$ cat src/sdlc_cfg_pkg.sv
// Purpose: Shared constants and types for the serial link mode configuration block.
// Assumes: Eight-bit command and parameter bytes from the host.
// Notes: Mode registers are write-only from the host side.
package sdlc_cfg_pkg;
    // ==========================================================
    // Command codes
    localparam logic [7:0] CMD_SET_OPER = 8'h91;
    localparam logic [7:0] CMD_CLR_OPER = 8'h51;
    localparam logic [7:0] CMD_SET_XFER = 8'h97;
    localparam logic [7:0] CMD_CLR_XFER = 8'h57;
    localparam logic [7:0] CMD_SET_SIO = 8'ha0;
    localparam logic [7:0] CMD_CLR_SIO = 8'h60;
    localparam logic [7:0] CMD_SET_DLY = 8'ha4;
    localparam logic [7:0] CMD_CLR_DLY = 8'h64;
    // ==========================================================
    // Register selects
    localparam logic [1:0] SEL_OPER = 2'h0;
    localparam logic [1:0] SEL_SIO = 2'h1;
    localparam logic [1:0] SEL_XFER = 2'h2;
    localparam logic [1:0] SEL_DLY = 2'h3;
    // ==========================================================
    // Field positions
    localparam int OPER_HDLC_ABORT = 5;
    localparam int OPER_EOP_IRQ = 4;
    localparam int OPER_EARLY_TX = 3;
    localparam int OPER_BUFFERED = 2;
    localparam int OPER_PREFRAME = 1;
    localparam int OPER_FLAG_STREAM = 0;
    localparam int SIO_DATA_LOOP = 2;
    localparam int SIO_CLOCK_LOOP = 1;
    localparam int SIO_NRZI = 0;
    localparam int XFER_IRQ = 0;
    localparam int DLY_ENABLE = 7;
    // ==========================================================
    // Reset values, characters and counts
    localparam logic [7:0] MODE_RESET = 8'h00;
    localparam logic [7:0] FLAG_CHAR = 8'h7e;
    localparam logic [7:0] IDLE_CHAR = 8'hff;
    localparam logic [7:0] SYNC_PLAIN = 8'h55;
    localparam logic [7:0] SYNC_NRZI = 8'h00;
    localparam logic [3:0] ABORT_HDLC_ONES = 4'h7;
    localparam logic [3:0] ABORT_SDLC_ONES = 4'h8;
    localparam logic [3:0] EOP_ONES = 4'h7;
    localparam logic [3:0] IDLE_ONES = 4'hf;
    localparam logic [2:0] LAST_BIT = 3'h7;

    typedef struct packed {
        logic [7:0] oper;
        logic [7:0] sio;
        logic [7:0] xfer;
        logic [7:0] dly;
    } mode_s;

    typedef enum {ST_IDLE, ST_WAIT_PARAM, ST_APPLY} cmd_state_e;
endpackage : sdlc_cfg_pkg

$ cat src/pin_sync.sv
// Purpose: Two-stage synchroniser for pins from outside the core clock domain.
// Assumes: Inputs are levels; multi-bit inputs are held stable around strobes.
// Notes: Only the second stage leaves this module.
`timescale 1ns/1ps
module pin_sync #(
    parameter int W = 1
) (
    input wire logic core_clk, // core clock
    input wire logic arst_n, // async reset, active low
    input wire logic [W-1:0] d, // asynchronous pin levels
    output logic [W-1:0] q // synchronised levels
);
    logic [W-1:0] meta;
    logic [W-1:0] next_meta;
    logic [W-1:0] next_q;

    always_comb begin
        next_meta = d;
        next_q = meta;
    end

    always_ff @(posedge core_clk or negedge arst_n) begin
        if (!arst_n) begin
            meta <= '0;
            q <= '0;
        end else begin
            meta <= next_meta;
            q <= next_q;
        end
    end
endmodule : pin_sync

$ cat src/sdlc_mode_config.sv
// Purpose: Command/parameter front end and the four mode registers of a serial link controller.
// Assumes: Host strobes and data are asynchronous pins; transmitter/receiver cores share core_clk.
// Notes: Bit clocks are sampled by core_clk and must be well below a quarter of its rate.
`timescale 1ns/1ps

module sdlc_mode_config (
    input wire logic core_clk, // core clock, 40 MHz
    input wire logic arst_n, // async reset, active low
    input wire logic [7:0] host_din, // host data bus
    input wire logic cmd_wr_n, // command write strobe, active low
    input wire logic param_wr_n, // parameter write strobe, active low
    input wire logic transmit_bit_clock, // transmit bit clock pin
    input wire logic receive_bit_clock, // receive bit clock pin
    input wire logic rx_line, // receive data pin
    input wire logic tx_active, // transmitter core is sending a frame
    input wire logic tx_core_bit, // frame bit from the transmitter core
    input wire logic xfer_req, // a data byte transfer is due
    input wire logic result_pending, // a result byte is waiting
    output logic command_busy_flag, // command phase in progress
    output logic parameter_full_flag, // parameter byte not yet consumed
    output sdlc_cfg_pkg::mode_s mode, // the four mode registers
    output logic other_cmd_valid, // pulse: non-configuration command taken
    output logic [7:0] other_cmd, // that command byte
    output logic [7:0] preframe_char, // sync character to send before a frame
    output logic tx_line, // transmit data pin
    output logic rx_bit_valid, // pulse: decoded receive bit ready
    output logic rx_bit, // decoded receive bit
    output logic abort_event, // pulse: abort seen
    output logic eop_event, // pulse: end-of-poll seen
    output logic idle_event, // pulse: fifteen ones seen
    output logic dma_request_pin, // DMA transfer request
    output logic data_irq, // interrupt-driven transfer request
    output logic result_available_flag // result rather than data transfer
);
    // ==========================================================
    // Pin synchronisers
    logic [11:0] pins_q;
    logic [7:0] din_q;
    logic cmd_q, param_q, txc_q, rxc_q, rxd_q;
    logic cmd_d1, param_d1, txc_d1, rxck_d1;

    pin_sync #(.W(12)) u_sync (
        .core_clk(core_clk),
        .arst_n(arst_n),
        .d({host_din, ~cmd_wr_n, ~param_wr_n, transmit_bit_clock, receive_bit_clock}),
        .q(pins_q)
    );
    pin_sync #(.W(1)) u_sync_rxd (
        .core_clk(core_clk),
        .arst_n(arst_n),
        .d(rx_line),
        .q(rxd_q)
    );

    always_comb begin
        din_q = pins_q[11:4];
        cmd_q = pins_q[3];
        param_q = pins_q[2];
        txc_q = pins_q[1];
        rxc_q = pins_q[0];
    end

    // Strobes are carried active high, so the synchroniser's reset level is their idle level and
    // no false take follows reset. The trailing edge of a write strobe takes the byte.
    logic cmd_take, param_take, txc_rise, rxc_sel, rxc_rise;
    assign cmd_take = ~cmd_q & cmd_d1;
    assign param_take = ~param_q & param_d1;
    assign txc_rise = txc_q & ~txc_d1;
    assign rxc_sel = mode.sio[sdlc_cfg_pkg::SIO_CLOCK_LOOP] ? txc_q : rxc_q;
    assign rxc_rise = rxc_sel & ~rxck_d1;

    always_ff @(posedge core_clk or negedge arst_n) begin
        if (!arst_n) begin
            cmd_d1 <= 1'b0;
            param_d1 <= 1'b0;
            txc_d1 <= 1'b0;
            rxck_d1 <= 1'b0;
        end else begin
            cmd_d1 <= cmd_q;
            param_d1 <= param_q;
            txc_d1 <= txc_q;
            rxck_d1 <= rxc_sel;
        end
    end

    // ==========================================================
    // Command decode
    // Returns {is_config, is_set, select}.
    function automatic logic [3:0] cfg_decode(input logic [7:0] c);
        logic [3:0] r;
        r = 4'h0;
        if (c == sdlc_cfg_pkg::CMD_SET_OPER) r = {2'b11, sdlc_cfg_pkg::SEL_OPER};
        else if (c == sdlc_cfg_pkg::CMD_CLR_OPER) r = {2'b10, sdlc_cfg_pkg::SEL_OPER};
        else if (c == sdlc_cfg_pkg::CMD_SET_XFER) r = {2'b11, sdlc_cfg_pkg::SEL_XFER};
        else if (c == sdlc_cfg_pkg::CMD_CLR_XFER) r = {2'b10, sdlc_cfg_pkg::SEL_XFER};
        else if (c == sdlc_cfg_pkg::CMD_SET_SIO) r = {2'b11, sdlc_cfg_pkg::SEL_SIO};
        else if (c == sdlc_cfg_pkg::CMD_CLR_SIO) r = {2'b10, sdlc_cfg_pkg::SEL_SIO};
        else if (c == sdlc_cfg_pkg::CMD_SET_DLY) r = {2'b11, sdlc_cfg_pkg::SEL_DLY};
        else if (c == sdlc_cfg_pkg::CMD_CLR_DLY) r = {2'b10, sdlc_cfg_pkg::SEL_DLY};
        return r;
    endfunction : cfg_decode

    function automatic logic [7:0] apply_mask(input logic [7:0] cur, input logic set, input logic [7:0] m);
        return set ? (cur | m) : (cur & m);
    endfunction : apply_mask

    // ==========================================================
    // Command phase and mode registers
    sdlc_cfg_pkg::cmd_state_e state, next_state;
    logic [3:0] cfg_op, next_cfg_op, dec;
    logic [7:0] param, next_param, next_other_cmd;
    logic next_busy, next_pfull, next_other_valid;
    sdlc_cfg_pkg::mode_s next_mode;

    always_comb begin
        dec = cfg_decode(din_q);
        next_state = state;
        next_cfg_op = cfg_op;
        next_param = param;
        next_busy = command_busy_flag;
        next_pfull = parameter_full_flag;
        next_mode = mode;
        next_other_valid = 1'b0;
        next_other_cmd = other_cmd;
        case (state)
            sdlc_cfg_pkg::ST_WAIT_PARAM: begin
                if (param_take) begin
                    next_param = din_q;
                    next_pfull = 1'b1;
                    next_state = sdlc_cfg_pkg::ST_APPLY;
                end
            end
            sdlc_cfg_pkg::ST_APPLY: begin
                // Only now, with the mask in hand, does a register change.
                case (cfg_op[1:0])
                    sdlc_cfg_pkg::SEL_OPER: next_mode.oper = apply_mask(mode.oper, cfg_op[2], param);
                    sdlc_cfg_pkg::SEL_SIO: next_mode.sio = apply_mask(mode.sio, cfg_op[2], param);
                    sdlc_cfg_pkg::SEL_XFER: next_mode.xfer = apply_mask(mode.xfer, cfg_op[2], param);
                    default: next_mode.dly = apply_mask(mode.dly, cfg_op[2], param);
                endcase
                // No event and no result byte is produced here.
                next_busy = 1'b0;
                next_pfull = param_take; // Set wins over the consuming clear.
                next_state = sdlc_cfg_pkg::ST_IDLE;
            end
            default: begin
                // Parameters of other commands belong to the cores; drop the flag next cycle.
                next_pfull = param_take;
                if (param_take) next_param = din_q;
            end
        endcase
        // A new command overwrites whatever phase was running.
        if (cmd_take) begin
            if (dec[3]) begin
                next_cfg_op = dec;
                next_busy = 1'b1;
                next_pfull = 1'b0;
                next_state = sdlc_cfg_pkg::ST_WAIT_PARAM;
            end else begin
                next_other_valid = 1'b1;
                next_other_cmd = din_q;
                next_busy = 1'b0;
                next_state = sdlc_cfg_pkg::ST_IDLE;
            end
        end
    end

    always_ff @(posedge core_clk or negedge arst_n) begin
        if (!arst_n) begin
            state <= sdlc_cfg_pkg::ST_IDLE;
            cfg_op <= 4'h0;
            param <= 8'h00;
            command_busy_flag <= 1'b0;
            parameter_full_flag <= 1'b0;
            mode <= {4{sdlc_cfg_pkg::MODE_RESET}};
            other_cmd_valid <= 1'b0;
            other_cmd <= 8'h00;
        end else begin
            state <= next_state;
            cfg_op <= next_cfg_op;
            param <= next_param;
            command_busy_flag <= next_busy;
            parameter_full_flag <= next_pfull;
            mode <= next_mode;
            other_cmd_valid <= next_other_valid;
            other_cmd <= next_other_cmd;
        end
    end

    // ==========================================================
    // Receive path
    logic raw_prev, next_raw_prev, dly_active, next_dly_active, raw_in, dec_bit;
    logic [3:0] ones, next_ones, abort_ones;
    logic [2:0] rx_cnt, next_rx_cnt;
    logic next_rx_bit_valid, next_rx_bit, next_abort, next_eop, next_idle;

    always_comb begin
        raw_in = mode.sio[sdlc_cfg_pkg::SIO_DATA_LOOP] ? tx_line : rxd_q;
        dec_bit = mode.sio[sdlc_cfg_pkg::SIO_NRZI] ? (raw_in == raw_prev) : raw_in;
        abort_ones = mode.oper[sdlc_cfg_pkg::OPER_HDLC_ABORT] ? sdlc_cfg_pkg::ABORT_HDLC_ONES
                                                              : sdlc_cfg_pkg::ABORT_SDLC_ONES;
        next_raw_prev = raw_prev;
        next_ones = ones;
        next_rx_cnt = rx_cnt;
        next_dly_active = dly_active;
        next_rx_bit_valid = 1'b0;
        next_rx_bit = rx_bit;
        next_abort = 1'b0;
        next_eop = 1'b0;
        next_idle = 1'b0;
        if (rxc_rise) begin
            next_raw_prev = raw_in;
            next_rx_bit_valid = 1'b1;
            next_rx_bit = dec_bit;
            next_rx_cnt = 3'(rx_cnt + 3'h1);
            // Delay mode changes state only at a received character boundary.
            if (rx_cnt == sdlc_cfg_pkg::LAST_BIT) next_dly_active = mode.dly[sdlc_cfg_pkg::DLY_ENABLE];
            if (!dec_bit) begin
                next_ones = 4'h0;
            end else if (ones != sdlc_cfg_pkg::IDLE_ONES) begin
                next_ones = 4'(ones + 4'h1);
                next_abort = (4'(ones + 4'h1) == abort_ones);
                next_eop = mode.oper[sdlc_cfg_pkg::OPER_EOP_IRQ] && (4'(ones + 4'h1) == sdlc_cfg_pkg::EOP_ONES);
                next_idle = (4'(ones + 4'h1) == sdlc_cfg_pkg::IDLE_ONES);
            end
        end
    end

    always_ff @(posedge core_clk or negedge arst_n) begin
        if (!arst_n) begin
            raw_prev <= 1'b0;
            ones <= 4'h0;
            rx_cnt <= 3'h0;
            dly_active <= 1'b0;
            rx_bit_valid <= 1'b0;
            rx_bit <= 1'b0;
            abort_event <= 1'b0;
            eop_event <= 1'b0;
            idle_event <= 1'b0;
        end else begin
            raw_prev <= next_raw_prev;
            ones <= next_ones;
            rx_cnt <= next_rx_cnt;
            dly_active <= next_dly_active;
            rx_bit_valid <= next_rx_bit_valid;
            rx_bit <= next_rx_bit;
            abort_event <= next_abort;
            eop_event <= next_eop;
            idle_event <= next_idle;
        end
    end

    // ==========================================================
    // Transmit line, idle fill and transfer routing
    logic [7:0] fill, next_fill, next_preframe;
    logic [2:0] tx_cnt, next_tx_cnt;
    logic next_tx_line, next_dma, next_dirq, next_raf, tx_bit;

    always_comb begin
        next_fill = fill;
        next_tx_cnt = tx_cnt;
        next_tx_line = tx_line;
        tx_bit = tx_active ? tx_core_bit : fill[0];
        if (dly_active) begin
            // Retransmit the raw line level sampled at each receive bit clock rise, one core cycle later.
            if (rxc_rise) next_tx_line = raw_in;
        end else if (txc_rise) begin
            next_tx_cnt = 3'(tx_cnt + 3'h1);
            next_fill = {1'b0, fill[7:1]};
            // A new fill character is chosen only at a character boundary.
            if (tx_cnt == sdlc_cfg_pkg::LAST_BIT) begin
                next_tx_cnt = 3'h0;
                next_fill = mode.oper[sdlc_cfg_pkg::OPER_FLAG_STREAM] ? sdlc_cfg_pkg::FLAG_CHAR
                                                                       : sdlc_cfg_pkg::IDLE_CHAR;
            end
            if (mode.sio[sdlc_cfg_pkg::SIO_NRZI]) next_tx_line = tx_bit ? tx_line : ~tx_line;
            else next_tx_line = tx_bit;
        end
        next_preframe = mode.sio[sdlc_cfg_pkg::SIO_NRZI] ? sdlc_cfg_pkg::SYNC_NRZI
                                                          : sdlc_cfg_pkg::SYNC_PLAIN;
        next_dma = xfer_req & ~mode.xfer[sdlc_cfg_pkg::XFER_IRQ];
        next_dirq = xfer_req & mode.xfer[sdlc_cfg_pkg::XFER_IRQ];
        next_raf = result_pending & ~next_dirq;
    end

    always_ff @(posedge core_clk or negedge arst_n) begin
        if (!arst_n) begin
            fill <= sdlc_cfg_pkg::IDLE_CHAR;
            tx_cnt <= 3'h0;
            tx_line <= 1'b1;
            preframe_char <= sdlc_cfg_pkg::SYNC_PLAIN;
            dma_request_pin <= 1'b0;
            data_irq <= 1'b0;
            result_available_flag <= 1'b0;
        end else begin
            fill <= next_fill;
            tx_cnt <= next_tx_cnt;
            tx_line <= next_tx_line;
            preframe_char <= next_preframe;
            dma_request_pin <= next_dma;
            data_irq <= next_dirq;
            result_available_flag <= next_raf;
        end
    end
endmodule : sdlc_mode_config

$ cat config.mk
export PLATFORM = sky130hd
export DESIGN_NAME = sdlc_mode_config
export DESIGN_NICKNAME = d
export VERILOG_FILES = /design/src/sdlc_cfg_pkg.sv /design/src/pin_sync.sv /design/src/sdlc_mode_config.sv
export SDC_FILE = /design/constraint.sdc
export NUM_CORES = 1
export LEC_CHECK = 0
export ABC_AREA = 1
export BUFFER_PORTS_ARGS = -buffer_cell sky130_fd_sc_hd__buf_2
export CAP_MARGIN = 20
export CORE_MARGIN = 1
export CORE_UTILIZATION = 57
export DETAILED_ROUTE_END_ITERATION = 8
export PLACE_DENSITY = 0.81
export SLEW_MARGIN = 20
export SYNTH_ARGS = -nofsm -noshare
export SYNTH_HDL_FRONTEND = slang
export SYNTH_SLANG_ARGS = --single-unit
export TNS_END_PERCENT = 50
$ cat constraint.sdc
create_clock -name core_clk -period 3.3 [get_ports core_clk]
set_input_delay 0.495 -clock core_clk [delete_from_list [all_inputs] [get_ports core_clk]]
set_output_delay 0.495 -clock core_clk [all_outputs]
set_load 0.02 [all_outputs]
# After elaboration in Yosys (flattened, before gate mapping)
# Index checks and enable logic that the tools add are counted.
[word_totals]
out_inout_bits = 60
regBits = 152
word_cells = 158
[classes]
addsub = 3
n_reduce_logical = 18
n_mux = 51
bitwise_logic = 28
eq_ne = 23
[ops]
columns = ["operator", "n"]
rows = [
  ["$mux 32", 2],
  ["$pmux 32 s2", 1],
  ["$mux 8", 6],
  ["$mux 4", 11],
  ["$and 8x8->8", 4],
  ["$eq 32x1->1 const B", 1],
  ["$eq 32x2->1 const B", 1],
  ["$eq 8x7->1 const B", 4],
  ["$eq 8x8->1 const B", 4],
  ["$or 8x8->8", 4],
  ["$mux 1", 29],
  ["$reduce_and 2->1", 11],
  ["$not 1->1", 13],
  ["$and 1x1->1", 7],
  ["$mux 7", 1],
  ["$add 3x1->3 const B", 2],
  ["$eq 3x3->1 const B", 2],
  ["$ne 3x3->1 const B", 2],
  ["$add 4x1->4 const B", 1],
  ["$eq 4x3->1 const B", 1],
  ["$eq 4x4->1", 1],
  ["$eq 4x4->1 const B", 1],
  ["$ne 4x4->1 const B", 1],
  ["$reduce_bool 2->1", 2],
  ["11 further kinds", 11],
]

# Depth between registers and ports, before layout
[logic_depth]
ltp_word = 11
depth_mapped = 10

# Modules after synthesis
# A second synthesis with hierarchy kept.
[hier_totals]
cells_unflattened = 455
hier_area_um2 = 4628.2
[by_module_without_submodules]
columns = ["mod", "instances", "seq_area_each_um2", "area_per_inst_um2", "cells_per_inst"]
rows = [
  ["sdlc_mode_config", 1, 2264.7, 3977.6, 429],
  ["pin_sync at u_sync", 1, 600.6, 600.6, 24],
  ["pin_sync at u_sync_rxd", 1, 50.0, 50.0, 2],
]

# Worst setup path before layout
# OpenSTA, ideal clock, no wires.
[synth_path]
path_type = "register -> register"
from = "register mode[18] (netlist bit)"
to = "register ones[0]"
setup_ns = 0.117
slack_ns = 1.967
path_buffers = 0
path_stages_with_launch = 8
t_arrival_ns = 1.216
path_cell_list = "dfrtp_1 inv_1 nand2_1 nand2_1 xnor2_1 o21ai_1 nand2_1 nand2_1"
[synth_between]
elab_chain_cells = 5
word_cells_on_any_way = 6
cone_classes = "2 x eq/ne; 3 x mux; 1 x reduce/logical"
[synth_lines]
columns = ["item", "line_no", "source"]
rows = [
  ["start, declared", "sdlc_mode_config.sv:21", "output sdlc_cfg_pkg::mode_s mode,"],
  ["start signal, assigned", "sdlc_mode_config.sv:175", "mode <= {4{sdlc_cfg_pkg::MODE_RESET}};"],
  ["start signal, assigned", "sdlc_mode_config.sv:184", "mode <= next_mode;"],
  ["$mux 1 *", "sdlc_mode_config.sv:198", "raw_in = mode.sio[sdlc_cfg_pkg::SIO_DATA_LOOP] ? tx_line : rxd_q;"],
  ["$eq 1x1->1", "sdlc_mode_config.sv:199", "dec_bit = mode.sio[sdlc_cfg_pkg::SIO_NRZI] ? (raw_in == raw_prev) : raw_in;"],
  ["$mux 1 *", "sdlc_mode_config.sv:199", ""],
  ["$ne 2x1->1 (no source line)", "n/a", ""],
  ["$reduce_and 2->1 (no source line)", "n/a", ""],
  ["end signal, assigned", "sdlc_mode_config.sv:242", "ones <= next_ones;"],
  ["end, declared", "sdlc_mode_config.sv:193", "logic [3:0] ones, next_ones, abort_ones;"],
]
# Mark *: on every way between the ends. The rest lies on a longest branch, timed or not.
# A chain may end at the register's enable or synchronous reset.

# Worst setup path after layout
[layout_path]
from = "register u_sync.q[5]"
to = "register cfg_op[2]"
[layout_between]
elab_chain_cells = 10
word_cells_on_any_way = 17
cone_classes = "8 x eq/ne; 8 x mux; 1 x reduce/logical"
[layout_lines]
columns = ["item", "line_no", "source"]
rows = [
  ["start, declared", "pin_sync.sv:11", "output logic [W-1:0] q"],
  ["start signal, assigned", "pin_sync.sv:28", "q <= next_q;"],
  ["$eq 8x7->1", "sdlc_mode_config.sv:99", "else if (c == sdlc_cfg_pkg::CMD_CLR_DLY) r = {2'b10, sdlc_cfg_pkg::SEL_DLY};"],
  ["$mux 4", "sdlc_mode_config.sv:99", ""],
  ["$mux 4", "sdlc_mode_config.sv:98", "else if (c == sdlc_cfg_pkg::CMD_SET_DLY) r = {2'b11, sdlc_cfg_pkg::SEL_DLY};"],
  ["$mux 4", "sdlc_mode_config.sv:97", "else if (c == sdlc_cfg_pkg::CMD_CLR_SIO) r = {2'b10, sdlc_cfg_pkg::SEL_SIO};"],
  ["$mux 4", "sdlc_mode_config.sv:96", "else if (c == sdlc_cfg_pkg::CMD_SET_SIO) r = {2'b11, sdlc_cfg_pkg::SEL_SIO};"],
  ["$mux 4", "sdlc_mode_config.sv:95", "else if (c == sdlc_cfg_pkg::CMD_CLR_XFER) r = {2'b10, sdlc_cfg_pkg::SEL_XFER};"],
  ["$mux 4", "sdlc_mode_config.sv:94", "else if (c == sdlc_cfg_pkg::CMD_SET_XFER) r = {2'b11, sdlc_cfg_pkg::SEL_XFER};"],
  ["$mux 4", "sdlc_mode_config.sv:93", "else if (c == sdlc_cfg_pkg::CMD_CLR_OPER) r = {2'b10, sdlc_cfg_pkg::SEL_OPER};"],
  ["$mux 4 *", "sdlc_mode_config.sv:92", "if (c == sdlc_cfg_pkg::CMD_SET_OPER) r = {2'b11, sdlc_cfg_pkg::SEL_OPER};"],
  ["$reduce_and 2->1 (no source line)", "n/a", ""],
  ["end signal, assigned", "sdlc_mode_config.sv:180", "cfg_op <= next_cfg_op;"],
  ["end, declared", "sdlc_mode_config.sv:110", "logic [3:0] cfg_op, next_cfg_op, dec;"],
]
# Marked as above.

==> run summary <==
Least-Margin Pin Slew: 904 ps
FF-to-FF Start: u_sync.q[5]
Final HPWL DP: 6400 um
crit path launch type: flop
H-tree Lvls: 4
pre-CTS setup slack: 1390 ps
grt met2 use: 44.9%
post-synth top area share: 57.4%
GRT Total Usage: 26.4%
met3 usage: 5.80%
CTS Root Cell: clkbuf_8
CP required: 3760 ps
# diodes: 0
share of post-route cells with drive strength above 1: 25.0%
GR met1 Demand/Resource: 31.4%
Hold Buf Count CTS: 0
status: completed
post-synthesis sequential area ratio: 63.1%
Starting Density: 59.5%
drt first-iter violations: 187
Slew Limit Headroom: 39.7%
Routed Wire Length: 10100 um
Port Buffers: 74
CP endpoint kind: flop
CORE AREA: 0.00777 mm2
RSZ-0062 raised after global routing: false
CTS sink cnt: 116
post-synthesis cell type count: 35
gpl congestion: 0.794
largest area contributor in the netlist: dfrtp_1
first-pass GRT wire length: 16900 um
final setup margin: 1380 ps
Clk network pwr share: 50.3%
Max clock buf depth: 2
vias in the first global route: 3574
Ys Warns: 0
die width: 92.1 um
Crit Path Max Fanout: 11
internal power: 3.02 mW
CTS tree: yes
synthesized area: 0.00462 mm2
Min Clock Period, post-route: 1920 ps
Die ar.: 0.00847 mm2
antenna-violating nets left: 0
fill count: 544
syn avg cell area: 10.0 um2
overflow left after global routing: 0
final setup fails: 0
CTS Buf Count: 17
Worst EP arrival: 2380 ps
period utilisation layout: 58.2%
Combinational Power Share: 8.3%
Max Slew Vio Count: 0
reg-to-reg setup timing slack: 1380 ps
Resize count post-CTS: 0
Rows: 32
Top Ports: 79
via count: 3519
Die Span Y: 92.1 um
P per Cell Area: 696 mW/mm2
Worst-Skew Late Latency: 530 ps
Fin. Hold Viols: 0
Peak VDD IR: 0.373 mV
Power Total: 3.98 mW
R2R cell count: 8
sequential share of power: 41.4%
commonest cells after routing, fill and taps aside: 106 x dfrtp_1, 95 x nand2_1, 73 x buf_2
critical path class: flop to flop
final net count: 571
fmax: 521 MHz
multi-input combinational cell area: 0.00136 mm2
synth-to-layout area growth: 23.6%
First-pass DRT Iterations: 4
antenna violations before repair: 0
number of setup buffers added after CTS: 0
r2r endpoint: cfg_op[2]
DR WL/cell: 15.3 um
Clock Pin Slew Worst Setup and Hold Paths: 60 ps
Synth area leaders: dfrtp_1 57%, nand2_1 7.7%, a21oi_1 6.6%, dfstp_2 5.7%, inv_1 5.5%
Max Cap Violations: 0
commonest non-fill, non-tap cell in the layout: dfrtp_1
Setup Skew: 8.80 ps
setup TNS: 0 ps
DRC: 0
FF+latch area: 0.00292 mm2
Post-Syn Instances: 461
NetSw: 0.953 mW
synthesized flop and latch total: 116
Sw Share: 24.0%
leakage power: 2.93 nW
vias per cell: 5.32
Hold Path Class: primary input to async pin
largest net degree at the start of global routing: 69
busiest grt layer: met2
power by group through the flow:
stage / Clock, mW / Combinational [mW] / Sequential (mW)
after floorplan: 0 / 0.198 / 1.67
after global placement: 0 / 0.302 / 1.66
after detailed placement: 0 / 0.323 / 1.66
after CTS: 2.00 / 0.334 / 1.65
after global routing: 2.08 / 0.383 / 1.66
final: 2.00 / 0.330 / 1.65
Yosys cell counts:
cell type  number
nor2_2          5
inv_2           5
nand3b_1        2
mux2_2          1
xnor2_1         3
buf_4           8
o2bb2ai_1       1
nand2_1        95
buf_6           1
o211ai_1        2
a32oi_1         1
nand2_4         1
nand2_2         4
ha_1            6
o21ai_0        20
o21a_1          1
nor3_2          4
nand3_1        22
nor2_1         13
dfrtp_1       106
o21ai_2         1
conb_1          1
inv_1          68
nor3_4          1
dfstp_2        10
nor3_1          3
and2_1          1
buf_2           3
o21ai_1         1
a22oi_1         5
nor2_4          1
xor2_1          1
a2bb2oi_1       2
nor2_8          1
a21oi_1        61
cell families (layout without fill, tap and decap cells):
group                      count (synthesis)  after routing  synth area share, %
xor gates and xnor gates                   4              4                0.758
DFF                                      116            116                 63.1
and+or+nand+nor                          153            153                 15.3
muxes                                      1              1                0.244
other                                      1              4               0.0811
buffers and inverters                     85            180                 7.80
AOI/OAI and AO/OA                         95             95                 11.1
adders and majority gates                  6              6                 1.62
metal layers:
metal / part of all wire (%) / routed length (um)
met5: 0 / 0
met4: 2.4 / 243
met3: 6.1 / 612
met2: 52 / 5210
met1: 40 / 4030
state kept, by name, summed over array words and instances (netlist names), 2 cells and up:
name / cells
other_cmd: 8
state: 2
mode: 32
rx_cnt: 3
cfg_op: 3
param: 8
fill: 8
ones: 4
u_sync.meta: 12
tx_cnt: 3
u_sync.q: 12
per-stage QoR:
| step | cell area (um2) | util, % | cells | hold slack, ps |
|---|---|---|---|---|
| global route | 5710 | 73.6 | 661 | 66.4 |
| detailed placement | 5070 | 65.2 | 629 | 335 |
| floorplan | 4630 | - | 464 | 199 |
| finish | 5710 | 73.6 | 661 | 68.6 |
| global placement | 5070 | 65.2 | 629 | 332 |
| CTS | 5710 | 73.6 | 661 | 66.3 |
worst max-delay path by stage:
stage	startpoint	end	slack, ps	cells after the start
6_report	u_sync.q[5]	cfg_op[2]	1380	8
5_1_grt	u_sync.q[5]	cfg_op[2]	1210	8
4_1_cts	u_sync.q[5]	cfg_op[2]	1390	8
3_5_place_dp	u_sync.q[5]	cfg_op[2]	1390	8
3_3_place_gp	u_sync.q[7]	parameter_full_flag	1580	7
2_1_floorplan	mode[18]	ones[0]	1970	7
worst max-delay path, stage by stage (launching register included):
cell       delay, ps
dfrtp_1          400
inv_1             90
nand2_1           70
nor2_1            50
o2bb2ai_1        700
nand2_1          230
nand2_2          160
nand2_1           80
nand2_1           70
cell type report:
cell class | instances | area share (%)
clock buffers | 20 | 7.80
well taps | 102 | 2.23
flip-flops and latches | 116 | 51.0
multi-input cells | 263 | 23.8
inverters | 73 | 4.80
clock inverters | 12 | 3.53
repair buffers | 75 | 6.88
Power figures use the tool's default switching activity.
